## src/inc/trace_bypass_defines.svh

```systemverilog
// register offsets, field positions, reset values and limits of the bypass bank
`ifndef TRACE_BYPASS_DEFINES_SVH
`define TRACE_BYPASS_DEFINES_SVH

// register indices; the byte address on the bus is four times the index
`define OUT1_BYPASS_SWING_IDX 8'h39
`define OUT0_BYPASS_PREEMPH_IDX 8'h3A
`define OUT0_BYPASS_SWING_IDX 8'h3B
`define OUT1_BYPASS_SWING_ADDR 12'h0E4
`define OUT0_BYPASS_PREEMPH_ADDR 12'h0E8
`define OUT0_BYPASS_SWING_ADDR 12'h0EC
// block control and status words
`define BYPASS_CTRL_ADDR 12'h200
`define BYPASS_STATUS_ADDR 12'h204

// field positions
`define SWING_MSB 13
`define SWING_LSB 8
`define WIDTH_MSB 12
`define WIDTH_LSB 8
`define PWRDN_BIT 6
`define AMPL_MSB 5
`define AMPL_LSB 0
`define CTRL_OUT0_PER_RATE_BIT 0
`define CTRL_OUT1_PER_RATE_BIT 1

// reset values of whole registers
`define SWING_REG_RESET 16'h1170
`define PREEMPH_REG_RESET 16'h0201
`define CTRL_RESET 2'h0
// reset values of the driver-side field copies
`define SWING_FIELD_RESET 6'h11
`define WIDTH_FIELD_RESET 5'h02
`define AMPL_FIELD_RESET 6'h01

// largest legal field settings
`define SWING_MAX 6'h28
`define WIDTH_MAX 5'h0F
`define AMPL_MAX 6'h32

`endif

```

## src/inc/trace_bypass_pkg.sv

```systemverilog
// types shared by the trace-driver bypass bank
package trace_bypass_pkg;
  typedef logic [5:0] swing_type;
  typedef logic [4:0] pulse_width_type;
  typedef logic [5:0] preemph_ampl_type;
  typedef logic [15:0] param_reg_type;
endpackage

```

## src/design/trace_param_select.sv

```systemverilog
// per-output choice of the bypass parameter set
`timescale 1ns/1ps
module trace_param_select
  import trace_bypass_pkg::*;
(
  input wire logic pclk,
  input wire logic presetn,
  input wire logic per_rate_select,
  input wire logic cdr_lock_sync,
  output logic bypass_apply_r
);

  // registered so the driver sees a clean level, one cycle behind its causes
  always_ff @(posedge pclk or negedge presetn) begin
    if (!presetn) begin
      bypass_apply_r <= 1'b0;
    end else begin
      bypass_apply_r <= per_rate_select & ~cdr_lock_sync;
    end
  end

endmodule

```

## src/design/trace_bypass_regs.sv

```systemverilog
// apb register bank for the bypass-rate trace-driver parameters
//
// The implementer's own choice: the APB interface to the registers.
`timescale 1ns/1ps
`include "trace_bypass_defines.svh"

// What this block does
// - output-one bypass swing, bits 13:8, settings 0 to 40, reset 11 hex.
// - default swing setting gives about 400 mV peak-to-peak differential.
// - output-zero bypass swing, own register, bits 13:8, 0 to 40, reset 11 hex.
// - output-zero pre-emphasis pulse width, bits 12:8, 0 to 15, reset 2.
// - bit 6 set powers down output-zero pre-emphasis; clear keeps it enabled.
// - output-zero pre-emphasis amplitude, bits 5:0, 0 to 50, reset 1.
// - per-rate selected and recovery loop unlocked: bypass set used at every rate.
module trace_bypass_regs
  import trace_bypass_pkg::*;
(
  input wire logic pclk,
  input wire logic presetn,
  input wire logic psel,
  input wire logic penable,
  input wire logic pwrite,
  input wire logic [11:0] paddr,
  input wire logic [31:0] pwdata,
  input wire logic [3:0] pstrb,
  output logic [31:0] prdata,
  output logic pready,
  output logic pslverr,
  input wire logic cdr_locked,
  output logic serial_output_zero_bypass_apply,
  output logic serial_output_one_bypass_apply,
  output logic [5:0] out0_swing,
  output logic [4:0] out0_preemph_width,
  output logic [5:0] out0_preemph_ampl,
  output logic out0_preemph_pwrdn,
  output logic out0_preemph_en,
  output logic [5:0] out1_swing
);

  param_reg_type out1_swing_reg_r;
  param_reg_type out0_preemph_reg_r;
  param_reg_type out0_swing_reg_r;
  logic out0_per_rate_select_r;
  logic out1_per_rate_select_r;
  logic lock_meta_r;
  logic lock_sync_r;
  logic pready_r;
  logic pslverr_r;
  logic [31:0] prdata_r;
  logic access;
  logic wr_en;
  logic hit;
  logic [15:0] wdata_merged;
  logic [15:0] rd_word;
  logic [15:0] cur_word;
  swing_type out0_swing_r;
  pulse_width_type out0_width_r;
  preemph_ampl_type out0_ampl_r;
  logic out0_pwrdn_r;
  logic out0_en_r;
  swing_type out1_swing_r;

  // out-of-range settings saturate so the analog driver never sees an illegal code
  function automatic swing_type clamp_swing(input logic [5:0] v);
    clamp_swing = (v > `SWING_MAX) ? `SWING_MAX : v;
  endfunction

  function automatic pulse_width_type clamp_width(input logic [4:0] v);
    clamp_width = (v > `WIDTH_MAX) ? `WIDTH_MAX : v;
  endfunction

  function automatic preemph_ampl_type clamp_ampl(input logic [5:0] v);
    clamp_ampl = (v > `AMPL_MAX) ? `AMPL_MAX : v;
  endfunction

  // access phase; the write lands on the edge where pready is seen high
  assign access = psel & penable;
  assign wr_en = access & pwrite & pready_r;

  // address decode of the mapped words
  always_comb begin
    hit = 1'b1;
    cur_word = 16'h0000;
    unique case (paddr)
      `OUT1_BYPASS_SWING_ADDR: cur_word = out1_swing_reg_r;
      `OUT0_BYPASS_PREEMPH_ADDR: cur_word = out0_preemph_reg_r;
      `OUT0_BYPASS_SWING_ADDR: cur_word = out0_swing_reg_r;
      `BYPASS_CTRL_ADDR: cur_word = {14'h0000, out1_per_rate_select_r, out0_per_rate_select_r};
      `BYPASS_STATUS_ADDR: cur_word = {13'h0000, serial_output_one_bypass_apply,
                                       serial_output_zero_bypass_apply, lock_sync_r};
      default: hit = 1'b0;
    endcase
  end

  // byte strobes merge new data over the stored word; reserved bits are
  // stored as written, software is expected to write them back unchanged
  always_comb begin
    wdata_merged[7:0] = pstrb[0] ? pwdata[7:0] : cur_word[7:0];
    wdata_merged[15:8] = pstrb[1] ? pwdata[15:8] : cur_word[15:8];
  end

  // read word shows stored contents, upper bus bits read as zero
  assign rd_word = cur_word;

  // apb answer: one wait state, then pready for one cycle
  always_ff @(posedge pclk or negedge presetn) begin
    if (!presetn) begin
      pready_r <= 1'b0;
    end else begin
      pready_r <= access & ~pready_r;
    end
  end

  // error flag for unmapped addresses, given with pready
  always_ff @(posedge pclk or negedge presetn) begin
    if (!presetn) begin
      pslverr_r <= 1'b0;
    end else begin
      pslverr_r <= access & ~pready_r & ~hit;
    end
  end

  // read data is loaded with pready and held until the next read answer
  always_ff @(posedge pclk or negedge presetn) begin
    if (!presetn) begin
      prdata_r <= 32'h0000_0000;
    end else if (access & ~pready_r & ~pwrite) begin
      prdata_r <= {16'h0000, rd_word};
    end
  end

  // output-one swing register
  always_ff @(posedge pclk or negedge presetn) begin
    if (!presetn) begin
      out1_swing_reg_r <= `SWING_REG_RESET;
    end else if (wr_en && paddr == `OUT1_BYPASS_SWING_ADDR) begin
      out1_swing_reg_r <= {wdata_merged[15:14],
                           clamp_swing(wdata_merged[`SWING_MSB:`SWING_LSB]),
                           wdata_merged[7:0]};
    end
  end

  // output-zero pre-emphasis register: width, power-down, amplitude
  always_ff @(posedge pclk or negedge presetn) begin
    if (!presetn) begin
      out0_preemph_reg_r <= `PREEMPH_REG_RESET;
    end else if (wr_en && paddr == `OUT0_BYPASS_PREEMPH_ADDR) begin
      out0_preemph_reg_r <= {wdata_merged[15:13],
                             clamp_width(wdata_merged[`WIDTH_MSB:`WIDTH_LSB]),
                             wdata_merged[7:6],
                             clamp_ampl(wdata_merged[`AMPL_MSB:`AMPL_LSB])};
    end
  end

  // output-zero swing register
  always_ff @(posedge pclk or negedge presetn) begin
    if (!presetn) begin
      out0_swing_reg_r <= `SWING_REG_RESET;
    end else if (wr_en && paddr == `OUT0_BYPASS_SWING_ADDR) begin
      out0_swing_reg_r <= {wdata_merged[15:14],
                           clamp_swing(wdata_merged[`SWING_MSB:`SWING_LSB]),
                           wdata_merged[7:0]};
    end
  end

  // per-rate select controls
  always_ff @(posedge pclk or negedge presetn) begin
    if (!presetn) begin
      out0_per_rate_select_r <= 1'b0;
      out1_per_rate_select_r <= 1'b0;
    end else if (wr_en && paddr == `BYPASS_CTRL_ADDR) begin
      out0_per_rate_select_r <= wdata_merged[`CTRL_OUT0_PER_RATE_BIT];
      out1_per_rate_select_r <= wdata_merged[`CTRL_OUT1_PER_RATE_BIT];
    end
  end

  // lock level comes from the analog recovery loop, so it is synchronised
  always_ff @(posedge pclk or negedge presetn) begin
    if (!presetn) begin
      lock_meta_r <= 1'b0;
      lock_sync_r <= 1'b0;
    end else begin
      lock_meta_r <= cdr_locked;
      lock_sync_r <= lock_meta_r;
    end
  end

  // bypass selection for each output
  trace_param_select u_sel0 (
    .pclk(pclk),
    .presetn(presetn),
    .per_rate_select(out0_per_rate_select_r),
    .cdr_lock_sync(lock_sync_r),
    .bypass_apply_r(serial_output_zero_bypass_apply)
  );

  trace_param_select u_sel1 (
    .pclk(pclk),
    .presetn(presetn),
    .per_rate_select(out1_per_rate_select_r),
    .cdr_lock_sync(lock_sync_r),
    .bypass_apply_r(serial_output_one_bypass_apply)
  );

  // driver copies follow the registers every cycle, so a write is live
  // one cycle after it lands with no reset or re-selection needed
  always_ff @(posedge pclk or negedge presetn) begin
    if (!presetn) begin
      out0_swing_r <= `SWING_FIELD_RESET;
      out1_swing_r <= `SWING_FIELD_RESET;
    end else begin
      out0_swing_r <= out0_swing_reg_r[`SWING_MSB:`SWING_LSB];
      out1_swing_r <= out1_swing_reg_r[`SWING_MSB:`SWING_LSB];
    end
  end

  // pre-emphasis copies; power-down and enable are always complementary
  always_ff @(posedge pclk or negedge presetn) begin
    if (!presetn) begin
      out0_width_r <= `WIDTH_FIELD_RESET;
      out0_ampl_r <= `AMPL_FIELD_RESET;
      out0_pwrdn_r <= 1'b0;
      out0_en_r <= 1'b1;
    end else begin
      out0_width_r <= out0_preemph_reg_r[`WIDTH_MSB:`WIDTH_LSB];
      out0_ampl_r <= out0_preemph_reg_r[`AMPL_MSB:`AMPL_LSB];
      out0_pwrdn_r <= out0_preemph_reg_r[`PWRDN_BIT];
      out0_en_r <= ~out0_preemph_reg_r[`PWRDN_BIT];
    end
  end

  assign prdata = prdata_r;
  assign pready = pready_r;
  assign pslverr = pslverr_r;
  assign out0_swing = out0_swing_r;
  assign out1_swing = out1_swing_r;
  assign out0_preemph_width = out0_width_r;
  assign out0_preemph_ampl = out0_ampl_r;
  assign out0_preemph_pwrdn = out0_pwrdn_r;
  assign out0_preemph_en = out0_en_r;

endmodule

```

## config.mk

```make
export PLATFORM = sky130hd
export DESIGN_NAME = trace_bypass_regs
export DESIGN_NICKNAME = d
export VERILOG_FILES = /design/src/inc/trace_bypass_pkg.sv /design/src/design/trace_param_select.sv /design/src/design/trace_bypass_regs.sv
export VERILOG_INCLUDE_DIRS = /design/src /design/src/inc
export SDC_FILE = /design/constraint.sdc
export NUM_CORES = 1
export LEC_CHECK = 0
export BUFFER_PORTS_ARGS = -buffer_cell sky130_fd_sc_hd__buf_2
export CORE_MARGIN = 1
export CORE_UTILIZATION = 50
export CTS_BUF_LIST = sky130_fd_sc_hd__clkbuf_4 sky130_fd_sc_hd__clkbuf_8
export DETAILED_ROUTE_END_ITERATION = 16
export GPL_TIMING_DRIVEN = 0
export PLACE_DENSITY_LB_ADDON = 0.08
export SLEW_MARGIN = 30
export SYNTH_ARGS = -nofsm -noshare
export SYNTH_HDL_FRONTEND = slang
export SYNTH_HIERARCHICAL = 1
export SYNTH_SLANG_ARGS = --single-unit
```

## constraint.sdc

```tcl
create_clock -name pclk -period 1.9 [get_ports pclk]
set_input_delay 0.19 -clock pclk [delete_from_list [all_inputs] [get_ports pclk]]
set_output_delay 0.19 -clock pclk [all_outputs]
set_load 0.1 [all_outputs]
```

==> flow_summary.yaml, run 1 <==
worst_setup_path:
  r2r_cells: 6
  cp.arrival_ns: 2.23
  worstSetupStartpointType: "input pin"
  path_max_fanout: 10
  worstReg2RegEnd: "out0_swing_reg_r[1]$_DFFE_PN0P_"
  worstReg2RegStart: "pready$_DFF_PN0_"
  endpoint_kind: "flip-flop"
  r2r_slack_ns: 0.12
  worst-path-buf-inv: 3
  path_class: "input pin to flip-flop"
  crit_slowest_cell: "or4_4"
  cp.required_ns: 2.21
  cpPeakStageDelay_ns: 0.57
  path_delay_family: "simple AND/OR/NAND/NOR gates"
  crit_chain: "buf_2 > or4_4 > or3_4 > or4_1 > clkbuf_8 > buf_8 > o21ai_2"
timing:
  fin_ws_ns: -0.02094
  max_slew.worst_pin.slew_ns: 0.6173
  fmax_ghz: 0.5206
  fin_worst_skew_ns: 0.01084
  slew_headroom: 0.5885
  rsz0062_at_grt: "yes"
  fin_hold_ws_ns: 0.06248
  min_period_ns: 1.921
  fin_crit_sh: 1.011
  tns_ns: -0.1339
  setup_viol: 11
  finalMaxSlewViolations: 0
  hold_viol: 0
min_path:
  hp-start: "penable"
  worstHoldPathCells: 3
  worstHoldEndpoint: "pready$_DFF_PN0_"
  hold_path_class: "input pin to flip-flop"
global_route:
  grt_pass1_wl_um: 16790
  grt_max_degree: 56
  antenna_found_initial: 0
  grt-ovfl-total: 0
  grt_use_total: 0.2530
  grt_use_met3: 0.03945
  met2_usage: 0.4185
  met1_usage: 0.3282
  grt_busiest_layer: "met2"
  grt_pass1_vias: 3341
routing:
  drt_pass1_iterations: 5
  drt_iter0_drc: 188
  vias: 3463
  viasPerCell: 5.479
  drt-total-wl_um: 10570
  wl_per_cell_um: 16.72
  final_antenna_net_count: 0
  drc: 0
pwr:
  fin_total_pwr_mw: 3.918
  leakage_nw: 2.553
  pwr-share-clk: 0.362
  p_per_area_nw_per_um2: 746.2
  p_sw_frac: 0.2843
  seqPwrFrac: 0.530
  pwr-share-comb: 0.108
  vdd_drop_max_mv: 0.3424
  power.internal_mw: 2.804
  p_switching_mw: 1.114
cts:
  cts_buffer_depth: 2
  htree_levels: 3
  clkLatencyLatePin_ns: 0.38
  clkTransAtPathRegs_ns: 0.09
  cts_buffers: 9
  cts_tree: "yes"
  clock-sinks: 97
  root_buffer: "clkbuf_8"
final_layout:
  final_cell_mix: "buf_2 (79), dfrtp_1 (77), nand2_1 (71), nor2_1 (26), a21oi_1 (24)"
  num_antenna_cells: 0
  layout_commonest_cell: "buf_2"
  finalNetCount: 576
  area_growth_pct: 23.16
  n_fill_cell: 695
  drive_above_1_share: 0.3567
placement:
  gp_congestion: 0.8256
  port_buffers: 78
  dpl.hpwl_um: 7397
synthesis:
  ys_warn_count: 6
  synthTopCellsByArea: "dfrtp_1 (46%), dfstp_2 (12%), nand2_1 (6.3%)"
  post-synth-top-area-cell: "dfrtp_1"
  ys_ff_latch: 97
  synth_top_area_share: 0.4579
  syn_inst: 408
  synth_edf_count: 0
  syn_area_per_cell_um2: 10.45
  synthesis.area_um2: 4263
  synth-seq-area-share: 0.5750
  ys_types: 48
  synthFlopType: "dfrtp_1"
  async_flop_share: 1.000
floorplanning:
  fp.dieArea_um2: 8899
  rows: 33
  ios: 115
  dieWidth_um: 94.34
  initial_core_util: 0.5188
  coreArea_um2: 8217
  die_y_um: 94.34
flow_run:
  drv_cap: 0
run_status:
  status: "finished, violations left"
  violations: "setup timing"
## worst max-delay path by stage
| stage | startpoint | endpoint | depth (start not counted) | slack, ns |
|---|---|---|---|---|
| final | paddr[8] | out1_swing_reg_r[4]$_DFFE_PN1P_ | 7 | -0.02 |
| after global routing | paddr[8] | out1_swing_reg_r[0]$_DFFE_PN0P_ | 7 | -0.06 |
| after CTS | paddr[8] | out0_preemph_reg_r[1]$_DFFE_PN0P_ | 7 | -0.009 |
| after detailed placement | paddr[2] | out0_preemph_reg_r[1]$_DFFE_PN0P_ | 9 | -0.77 |
| after global placement | paddr[2] | out0_preemph_reg_r[1]$_DFFE_PN0P_ | 9 | -0.82 |
| after floorplan | paddr[1] | out1_swing_reg_r[1]$_DFFE_PN0P_ | 6 | -0.17 |
## through the flow
step	setup slack, ns	std cells	area, um2	utilization
after floorplan	-0.1684	423	4344	-
after CTS	-0.008558	626	5175	0.6298
after detailed placement	-0.7727	607	4900	0.5963
after global placement	-0.8210	606	4866	0.5922
after global routing	-0.06178	632	5250	0.6390
final	-0.02094	632	5250	0.6390
## final cells by class
class / count / area, um2 / share of cell area
clock inverters: 7 / 85.08 / 0.01621
well taps: 105 / 131.4 / 0.02502
flip-flops and latches: 97 / 2452 / 0.4671
repair buffers: 88 / 496.7 / 0.09461
plain buffers: 40 / 279.0 / 0.05315
clock buffers: 9 / 123.9 / 0.02359
multi-input cells: 281 / 1663 / 0.3167
inverters: 5 / 18.77 / 0.003575
## cell usage after synthesis, drive strengths merged, types with 2 or more instances
master and count:
a211oi 2, a21o 3, a21oi 27, a22oi 4, a31oi 7, buf 24, clkbuf 16, dfrtp 78
dfstp 19, inv 5, mux2 5, mux2i 15, nand2 71, nand3 3, nand4 3, nor2 26
nor2b 3, nor3 3, o21a 4, o21ai 48, o2bb2ai 9, o31a 3, o31ai 10, or2 3
or3 4, or4 3
## timing repair
action,CTS,global route
setup buffers,1,6
hold buffers,2,0
resized for setup,12,10
endpoints found under the setup margin,32,30
endpoints found under the hold margin,34,0
pin swaps,1,1
## cell families (layout without fill, tap and decap cells)
kind of cell,count (synthesis),after routing,synth area share
compound gates,121,121,0.1761
buf+inv,45,149,0.06222
flops,97,97,0.5750
mux,20,20,0.04843
other cells,1,16,0.0008797
simple gates,124,124,0.1374
## state kept, by name, summed over array words and instances (netlist names)
name	cells
lock_meta_r	1
lock_sync_r	1
out0_per_rate_select_r	1
out0_preemph_ampl	6
out0_preemph_en	1
out0_preemph_pwrdn	1
out0_preemph_reg_r	16
out0_preemph_width	5
out0_swing	6
out0_swing_reg_r	16
out1_per_rate_select_r	1
out1_swing	6
out1_swing_reg_r	16
prdata	16
pready	1
pslverr	1
u_sel0/bypass_apply_r	1
u_sel1/bypass_apply_r	1
## power groups by stage
stage               clock (mW)  combinational (mW)  sequential (mW)
finish                    1.42               0.424             2.08
global route              1.51               0.452             2.08
CTS                       1.43               0.423             2.08
detailed placement           0               0.415             2.11
global placement             0               0.405             2.11
floorplan                    0               0.260             2.14
## per-layer routing
metal / up-vias / wire length [um]
li1: 1623 / -
met3: 21 / 575
met1: 1685 / 4454
met4: 0 / 259
met2: 134 / 5276
met5: - / 0
## worst reg2reg max path, stage by stage (launching register included)
cell and delay [ns]:
dfrtp_2 0.39, nand4_1 0.26, nor2_1 0.22, nand4_1 0.26, clkbuf_2 0.34, nand2_1 0.14
o21ai_2 0.06
Power figures use the tool's default switching activity.
==> inputs of run 2 (changes only) <==
- ABC_AREA: default -> 1
==> run 2 against run 1 <==
The flow now finishes without violations. Worst hold slack worse by 0.0040 ns. First-iteration DRC count is 11% lower. Clock power up 7%. Via count up 5.9%. Global-route usage fell by 1.3 points. Non-clock buffer count fell by 19. Final area grew 1.8%. Core utilization is 2.3 points lower. Critical path type is now flip-flop to flip-flop.
==> flow_summary.yaml, run 2 <==
synthesis:
  synth_most_common_cell: "nand2_1"
  synth_top_family_by_area: "simple AND/OR/NAND/NOR gates"
  syn_area_per_cell_um2: 8.702
  ys_warn_count: 6
  synth_edf_count: 0
  synth_commonest_cells: "nand2_1 (169), dfrtp_1 (78), nand3_1 (54)"
  muxShareOfSynthArea: 0
  ys_ff_latch: 97
  synth_top_area_share: 0.4372
  synth-seq-area-share: 0.5490
  post-synth-top-area-cell: "dfrtp_1"
  synthFlopType: "dfrtp_1"
  ys_types: 32
  synthTopCellsByArea: "dfrtp_1 (44%), nand2_1 (14%), dfstp_2 (11%)"
  syn_inst: 513
  synth_fa_ha_area_frac: 0
  synth-compound-area-share: 0.05605
  synth-simple-area-share: 0.3159
  synth-xor-area-share: 0
  synthesis.area_um2: 4464
  async_flop_share: 1.000
floorplanning:
  dieWidth_um: 96.49
  ios: 115
  coreArea_um2: 8678
  initial_core_util: 0.5144
  fp.dieArea_um2: 9310
  rows: 34
  die_y_um: 96.49
timing:
  fin_crit_sh: 0.9380
  fin_ws_ns: 0.1178
  setup_viol: 0
  tns_ns: 0
  rsz0062_at_grt: "yes"
  min_period_ns: 1.782
  fin_worst_skew_ns: 0.01146
  finalMaxSlewViolations: 0
  fin_hold_ws_ns: 0.05846
  fmax_ghz: 0.5611
  hold_viol: 0
run_status:
  status: "finished, final reports clean"
routing:
  viasPerCell: 4.992
  drt_pass1_iterations: 5
  drt_iter0_drc: 168
  drc: 0
  drt-total-wl_um: 10400
  vias: 3669
  wl_per_cell_um: 14.15
  final_antenna_net_count: 0
worst_setup_path:
  endpoint_kind: "flip-flop"
  r2r_slack_ns: 0.12
  worst-path-buf-inv: 2
  cp.arrival_ns: 2.08
  cp_common_cell: "nand4_1"
  path_class: "flip-flop to flip-flop"
  cp.required_ns: 2.20
  crit_chain: "nand4_1 > inv_1 > nand4_1 > inv_2 > o21ai_0 > nand2_1"
  crit_slowest_cell: "dfrtp_2"
  path_max_fanout: 8
  path_delay_family: "simple AND/OR/NAND/NOR gates"
  cpPeakStageDelay_ns: 0.38
  worstSetupStartpointType: "flip-flop"
placement:
  pre_cts_ws_ns: -0.02906
  gp_congestion: 0.8603
  dpl.hpwl_um: 7741
  port_buffers: 80
  dp.cells: 717
  dpl_cell_area_um2: 5091
pwr:
  fin_total_pwr_mw: 4.269
  p_per_area_nw_per_um2: 798.4
  vdd_drop_max_mv: 0.6760
  leakage_nw: 2.979
cts:
  htree_levels: 3
  cts_buffer_depth: 2
  root_buffer: "clkbuf_8"
  clkTransAtPathRegs_ns: 0.09
  cts_buffers: 9
  clock-sinks: 97
  clkLatencyLatePin_ns: 0.36
  cts_tree: "yes"
global_route:
  grt_use_total: 0.2405
  grt_pass1_vias: 3381
  grt-ovfl-total: 0
  grt_max_degree: 50
  grt_pass1_wl_um: 16590
  antenna_found_initial: 0
final_layout:
  final_cells: 735
  layout_commonest_cell: "nand2_1"
  num_antenna_cells: 0
  finalNetCount: 676
  drive_above_1_share: 0.3062
  multi_input_area_um2: 1725
  post-route-util: 0.6161
  final_cell_mix: "nand2_1 (169), buf_2 (83), dfrtp_1 (77), nand3_1 (53), inv_1 (34)"
  register_area_um2: 2452
  final_area_um2: 5346
  n_fill_cell: 792
  area_growth_pct: 19.76
min_path:
  hold_path_class: "input pin to flip-flop"
flow_run:
  drv_cap: 0
==> run 2: cell count changes in the layout (fill, tap and decap cells not counted), moves of 10 or more <==
cell     previous run  this run
nand3_1             3        53
inv_1               4        34
nor2_2              0        10
a21oi_1            24         6
o21ai_2            13         0
mux2i_1            15         0
nand2_1            71       169
==> run 2: repair_timing <==
item | CTS | global route
gates resized for setup | 1 | 1
pin swaps | 0 | 0
hold endpoints to repair | 39 | 0
hold buffers | 2 | 0
buffers inserted | 0 | 0
setup endpoints to repair | 10 | 10
==> run 2: kinds of logic after synthesis <==
logic type	after synthesis
buffers and inverters	69
AND/OR/NAND/NOR	301
AO/OA/AOI/OAI	45
flip-flops	97
other	1
==> run 2: area by class of cell <==
| cell class | count | share of cell area |
|---|---|---|
| Sequential cell | 97 | 0.4587 |
| Multi-Input combinational cell | 362 | 0.3227 |
| Timing Repair Buffer | 83 | 0.08495 |
| Buffer | 26 | 0.03487 |
| Inverter | 43 | 0.03066 |
| Clock buffer | 12 | 0.02855 |
| Tap cell | 108 | 0.02528 |
| Clock inverter | 4 | 0.01428 |
==> run 2: power by group <==
part / internal, mW / switching, mW
logic: 0.124 / 0.514
registers: 2.09 / 0.0151
clock network: 0.813 / 0.709
==> run 2: final timing paths <==
path | from | endpoint | cells past startpoint
hold / removal | penable | pready$_DFF_PN0_ | 3
min in group asynchronous | presetn | out0_preemph_ampl[1]$_DFF_PN0_ | 2
max in group asynchronous | presetn | out1_swing_reg_r[5]$_DFFE_PN1P_ | 3
hold reg to reg | lock_meta_r$_DFF_PN0_ | lock_sync_r$_DFF_PN0_ | 0
setup / recovery | pready$_DFF_PN0_ | out0_preemph_reg_r[10]$_DFFE_PN0P_ | 6
setup reg to reg | pready$_DFF_PN0_ | out0_preemph_reg_r[10]$_DFFE_PN0P_ | 6
==> run 2: worst min-delay path, delay by kind of cell <==
| family | cells | cell delay, ns |
|---|---|---|
| and+or+nand+nor | 2 | 0.09 |
| buffers and inverters | 1 | 0.11 |
==> run 2: routing by layer <==
metal / vias to the layer above / global-route usage / routed length (um)
li1: 1822 / - / -
met1: 1704 / 0.3222 / 4874
met2: 120 / 0.3920 / 4756
met3: 23 / 0.03521 / 511
met4: 0 / 0.09681 / 261
met5: - / 0 / 0
==> inputs of run 3 (changes only) <==
- GPL_TIMING_DRIVEN: 0 -> default
==> run 3 against run 2 <==
Wire length shrank 1.2%. Clock-buffer cell count is the same. Final cell count shrank 1.6%. Global-route usage grew 0.43 points. Final area shrank 1.7%. Sequential cell count is the same. Critical path type unchanged.
==> flow_summary.yaml, run 3 (same netlist as run 2, synthesis figures left out) <==
run_status:
  status: "finished, final reports clean"
min_path:
  worstHoldPathCells: 3
  hold_path_class: "input pin to flip-flop"
  hp-start: "penable"
  worstHoldEndpoint: "pready$_DFF_PN0_"
cts:
  htree_levels: 3
  cts_tree: "yes"
  root_buffer: "clkbuf_8"
  clkLatencyLatePin_ns: 0.36
  postCtsSetupBuffers: 0
  cts_buffers: 9
  cts_buffer_depth: 2
  clock-sinks: 97
  clkTransAtPathRegs_ns: 0.09
timing:
  fmax_ghz: 0.6011
  fin_worst_skew_ns: 0.007242
  tns_ns: 0
  finalMaxSlewViolations: 0
  min_period_ns: 1.664
  rsz0062_at_grt: "no"
  fin_crit_sh: 0.8756
  setup_viol: 0
  hold_viol: 0
  fin_ws_ns: 0.2363
pwr:
  p_per_area_nw_per_um2: 785.4
  fin_total_pwr_mw: 4.127
  leakage_nw: 2.920
  vdd_drop_max_mv: 0.5211
routing:
  vias: 3650
  drc: 0
  drt-total-wl_um: 10280
  viasPerCell: 5.048
  wl_per_cell_um: 14.22
  drt_iter0_drc: 129
  final_antenna_net_count: 0
  drt_pass1_iterations: 4
flow_run:
  drv_cap: 0
placement:
  dpl.hpwl_um: 7671
  dpl_cell_area_um2: 5025
  port_buffers: 80
  pre_cts_ws_ns: 0.1220
  gp_congestion: 0.8657
global_route:
  grt-ovfl-total: 0
  antenna_found_initial: 0
  grt_pass1_vias: 3399
  grt_use_total: 0.2448
  grt_max_degree: 37
  grt_pass1_wl_um: 16790
worst_setup_path:
  path_max_fanout: 18
  r2r_slack_ns: 0.24
  cp.arrival_ns: 1.94
  worstSetupStartpointType: "flip-flop"
  worstReg2RegStart: "pready$_DFF_PN0_"
  worstReg2RegEnd: "prdata[13]$_DFFE_PN0P_"
  endpoint_kind: "flip-flop"
  r2r_cells: 6
  cp.required_ns: 2.17
  path_class: "flip-flop to flip-flop"
final_layout:
  layout_commonest_cell: "nand2_1"
  drive_above_1_share: 0.2959
  final_cell_mix: "nand2_1 (169), buf_2 (79), dfrtp_1 (77), nand3_1 (54), inv_1 (34)"
  final_area_um2: 5255
  area_growth_pct: 17.71
  num_antenna_cells: 0
  finalNetCount: 664
  post-route-util: 0.6055
floorplanning:
  dieWidth_um: 96.49
  die_y_um: 96.49
  initial_core_util: 0.5144
  coreArea_um2: 8678
  rows: 34
  fp.dieArea_um2: 9310
  ios: 115
[run 3: changes by cell type in the layout (fill, tap and decap cells not counted), moves of 2 or more]
| cell | change |
|---|---|
| buf_6 | -2 |
| buf_12 | +3 |
| buf_2 | -4 |
| clkbuf_1 | -2 |
| buf_4 | -4 |
[run 3: what timing repair did]
action | CTS | global route
setup endpoints to repair | 0 | 10
hold buffers | 2 | 0
hold endpoints to repair | 29 | 0
resized for setup | 0 | 1
[run 3: per-stage QoR]
| stage | std cells | hold WS, ns |
|---|---|---|
| 3_5_place_dp | 705 | 0.1725 |
| 5_1_grt | 723 | 0.06088 |
| 3_3_place_gp | 705 | 0.1758 |
| 6_report | 723 | 0.07343 |
| 4_1_cts | 723 | 0.06139 |
| 2_1_floorplan | 528 | -0.1056 |
[run 3: final cells by class]
class,count,area [um2]
inverters,43,163.9
clock inverters,4,51.30
repair buffers,97,573.1
well taps,108,135.1
flip-flops and latches,97,2452
clock buffers,12,158.9
fillers,784,3423
multi-input cells,362,1720
[run 3: worst max-delay path, cell delays in order (launching register included)]
cell	delay (ns)
dfrtp_2	0.42
nor2_1	0.15
inv_1	0.08
nor2_1	0.38
buf_4	0.32
nor2_1	0.07
a41oi_1	0.16
[run 3: worst max path at each step]
stage	from	to	slack (ns)	cells past startpoint
after floorplan	pready$_DFF_PN0_	out0_swing_reg_r[10]$_DFFE_PN0P_	0.02	6
after global placement	paddr[8]	out0_preemph_reg_r[1]$_DFFE_PN0P_	0.15	14
after detailed placement	paddr[8]	out1_swing_reg_r[9]$_DFFE_PN0P_	0.12	14
after CTS	pready$_DFF_PN0_	prdata[12]$_DFFE_PN0P_	0.08	6
after global routing	pready$_DFF_PN0_	prdata[13]$_DFFE_PN0P_	0.06	6
final	pready$_DFF_PN0_	prdata[13]$_DFFE_PN0P_	0.24	6
[run 3: power breakdown]
part           switching, mW  leakage, nW  internal, mW
Clock                  0.707        0.106         0.696
Combinational          0.511         1.57         0.105
Sequential            0.0151         1.24          2.09
Total                   1.23         2.92          2.89
[run 3: layer usage]
metal	global-route usage	vias to the layer above	routed length (um)
met2	0.4032	84	5148
met3	0.03521	8	371
met4	0.07966	0	112
met5	0	-	0
li1	-	1796	-
met1	0.3332	1762	4647
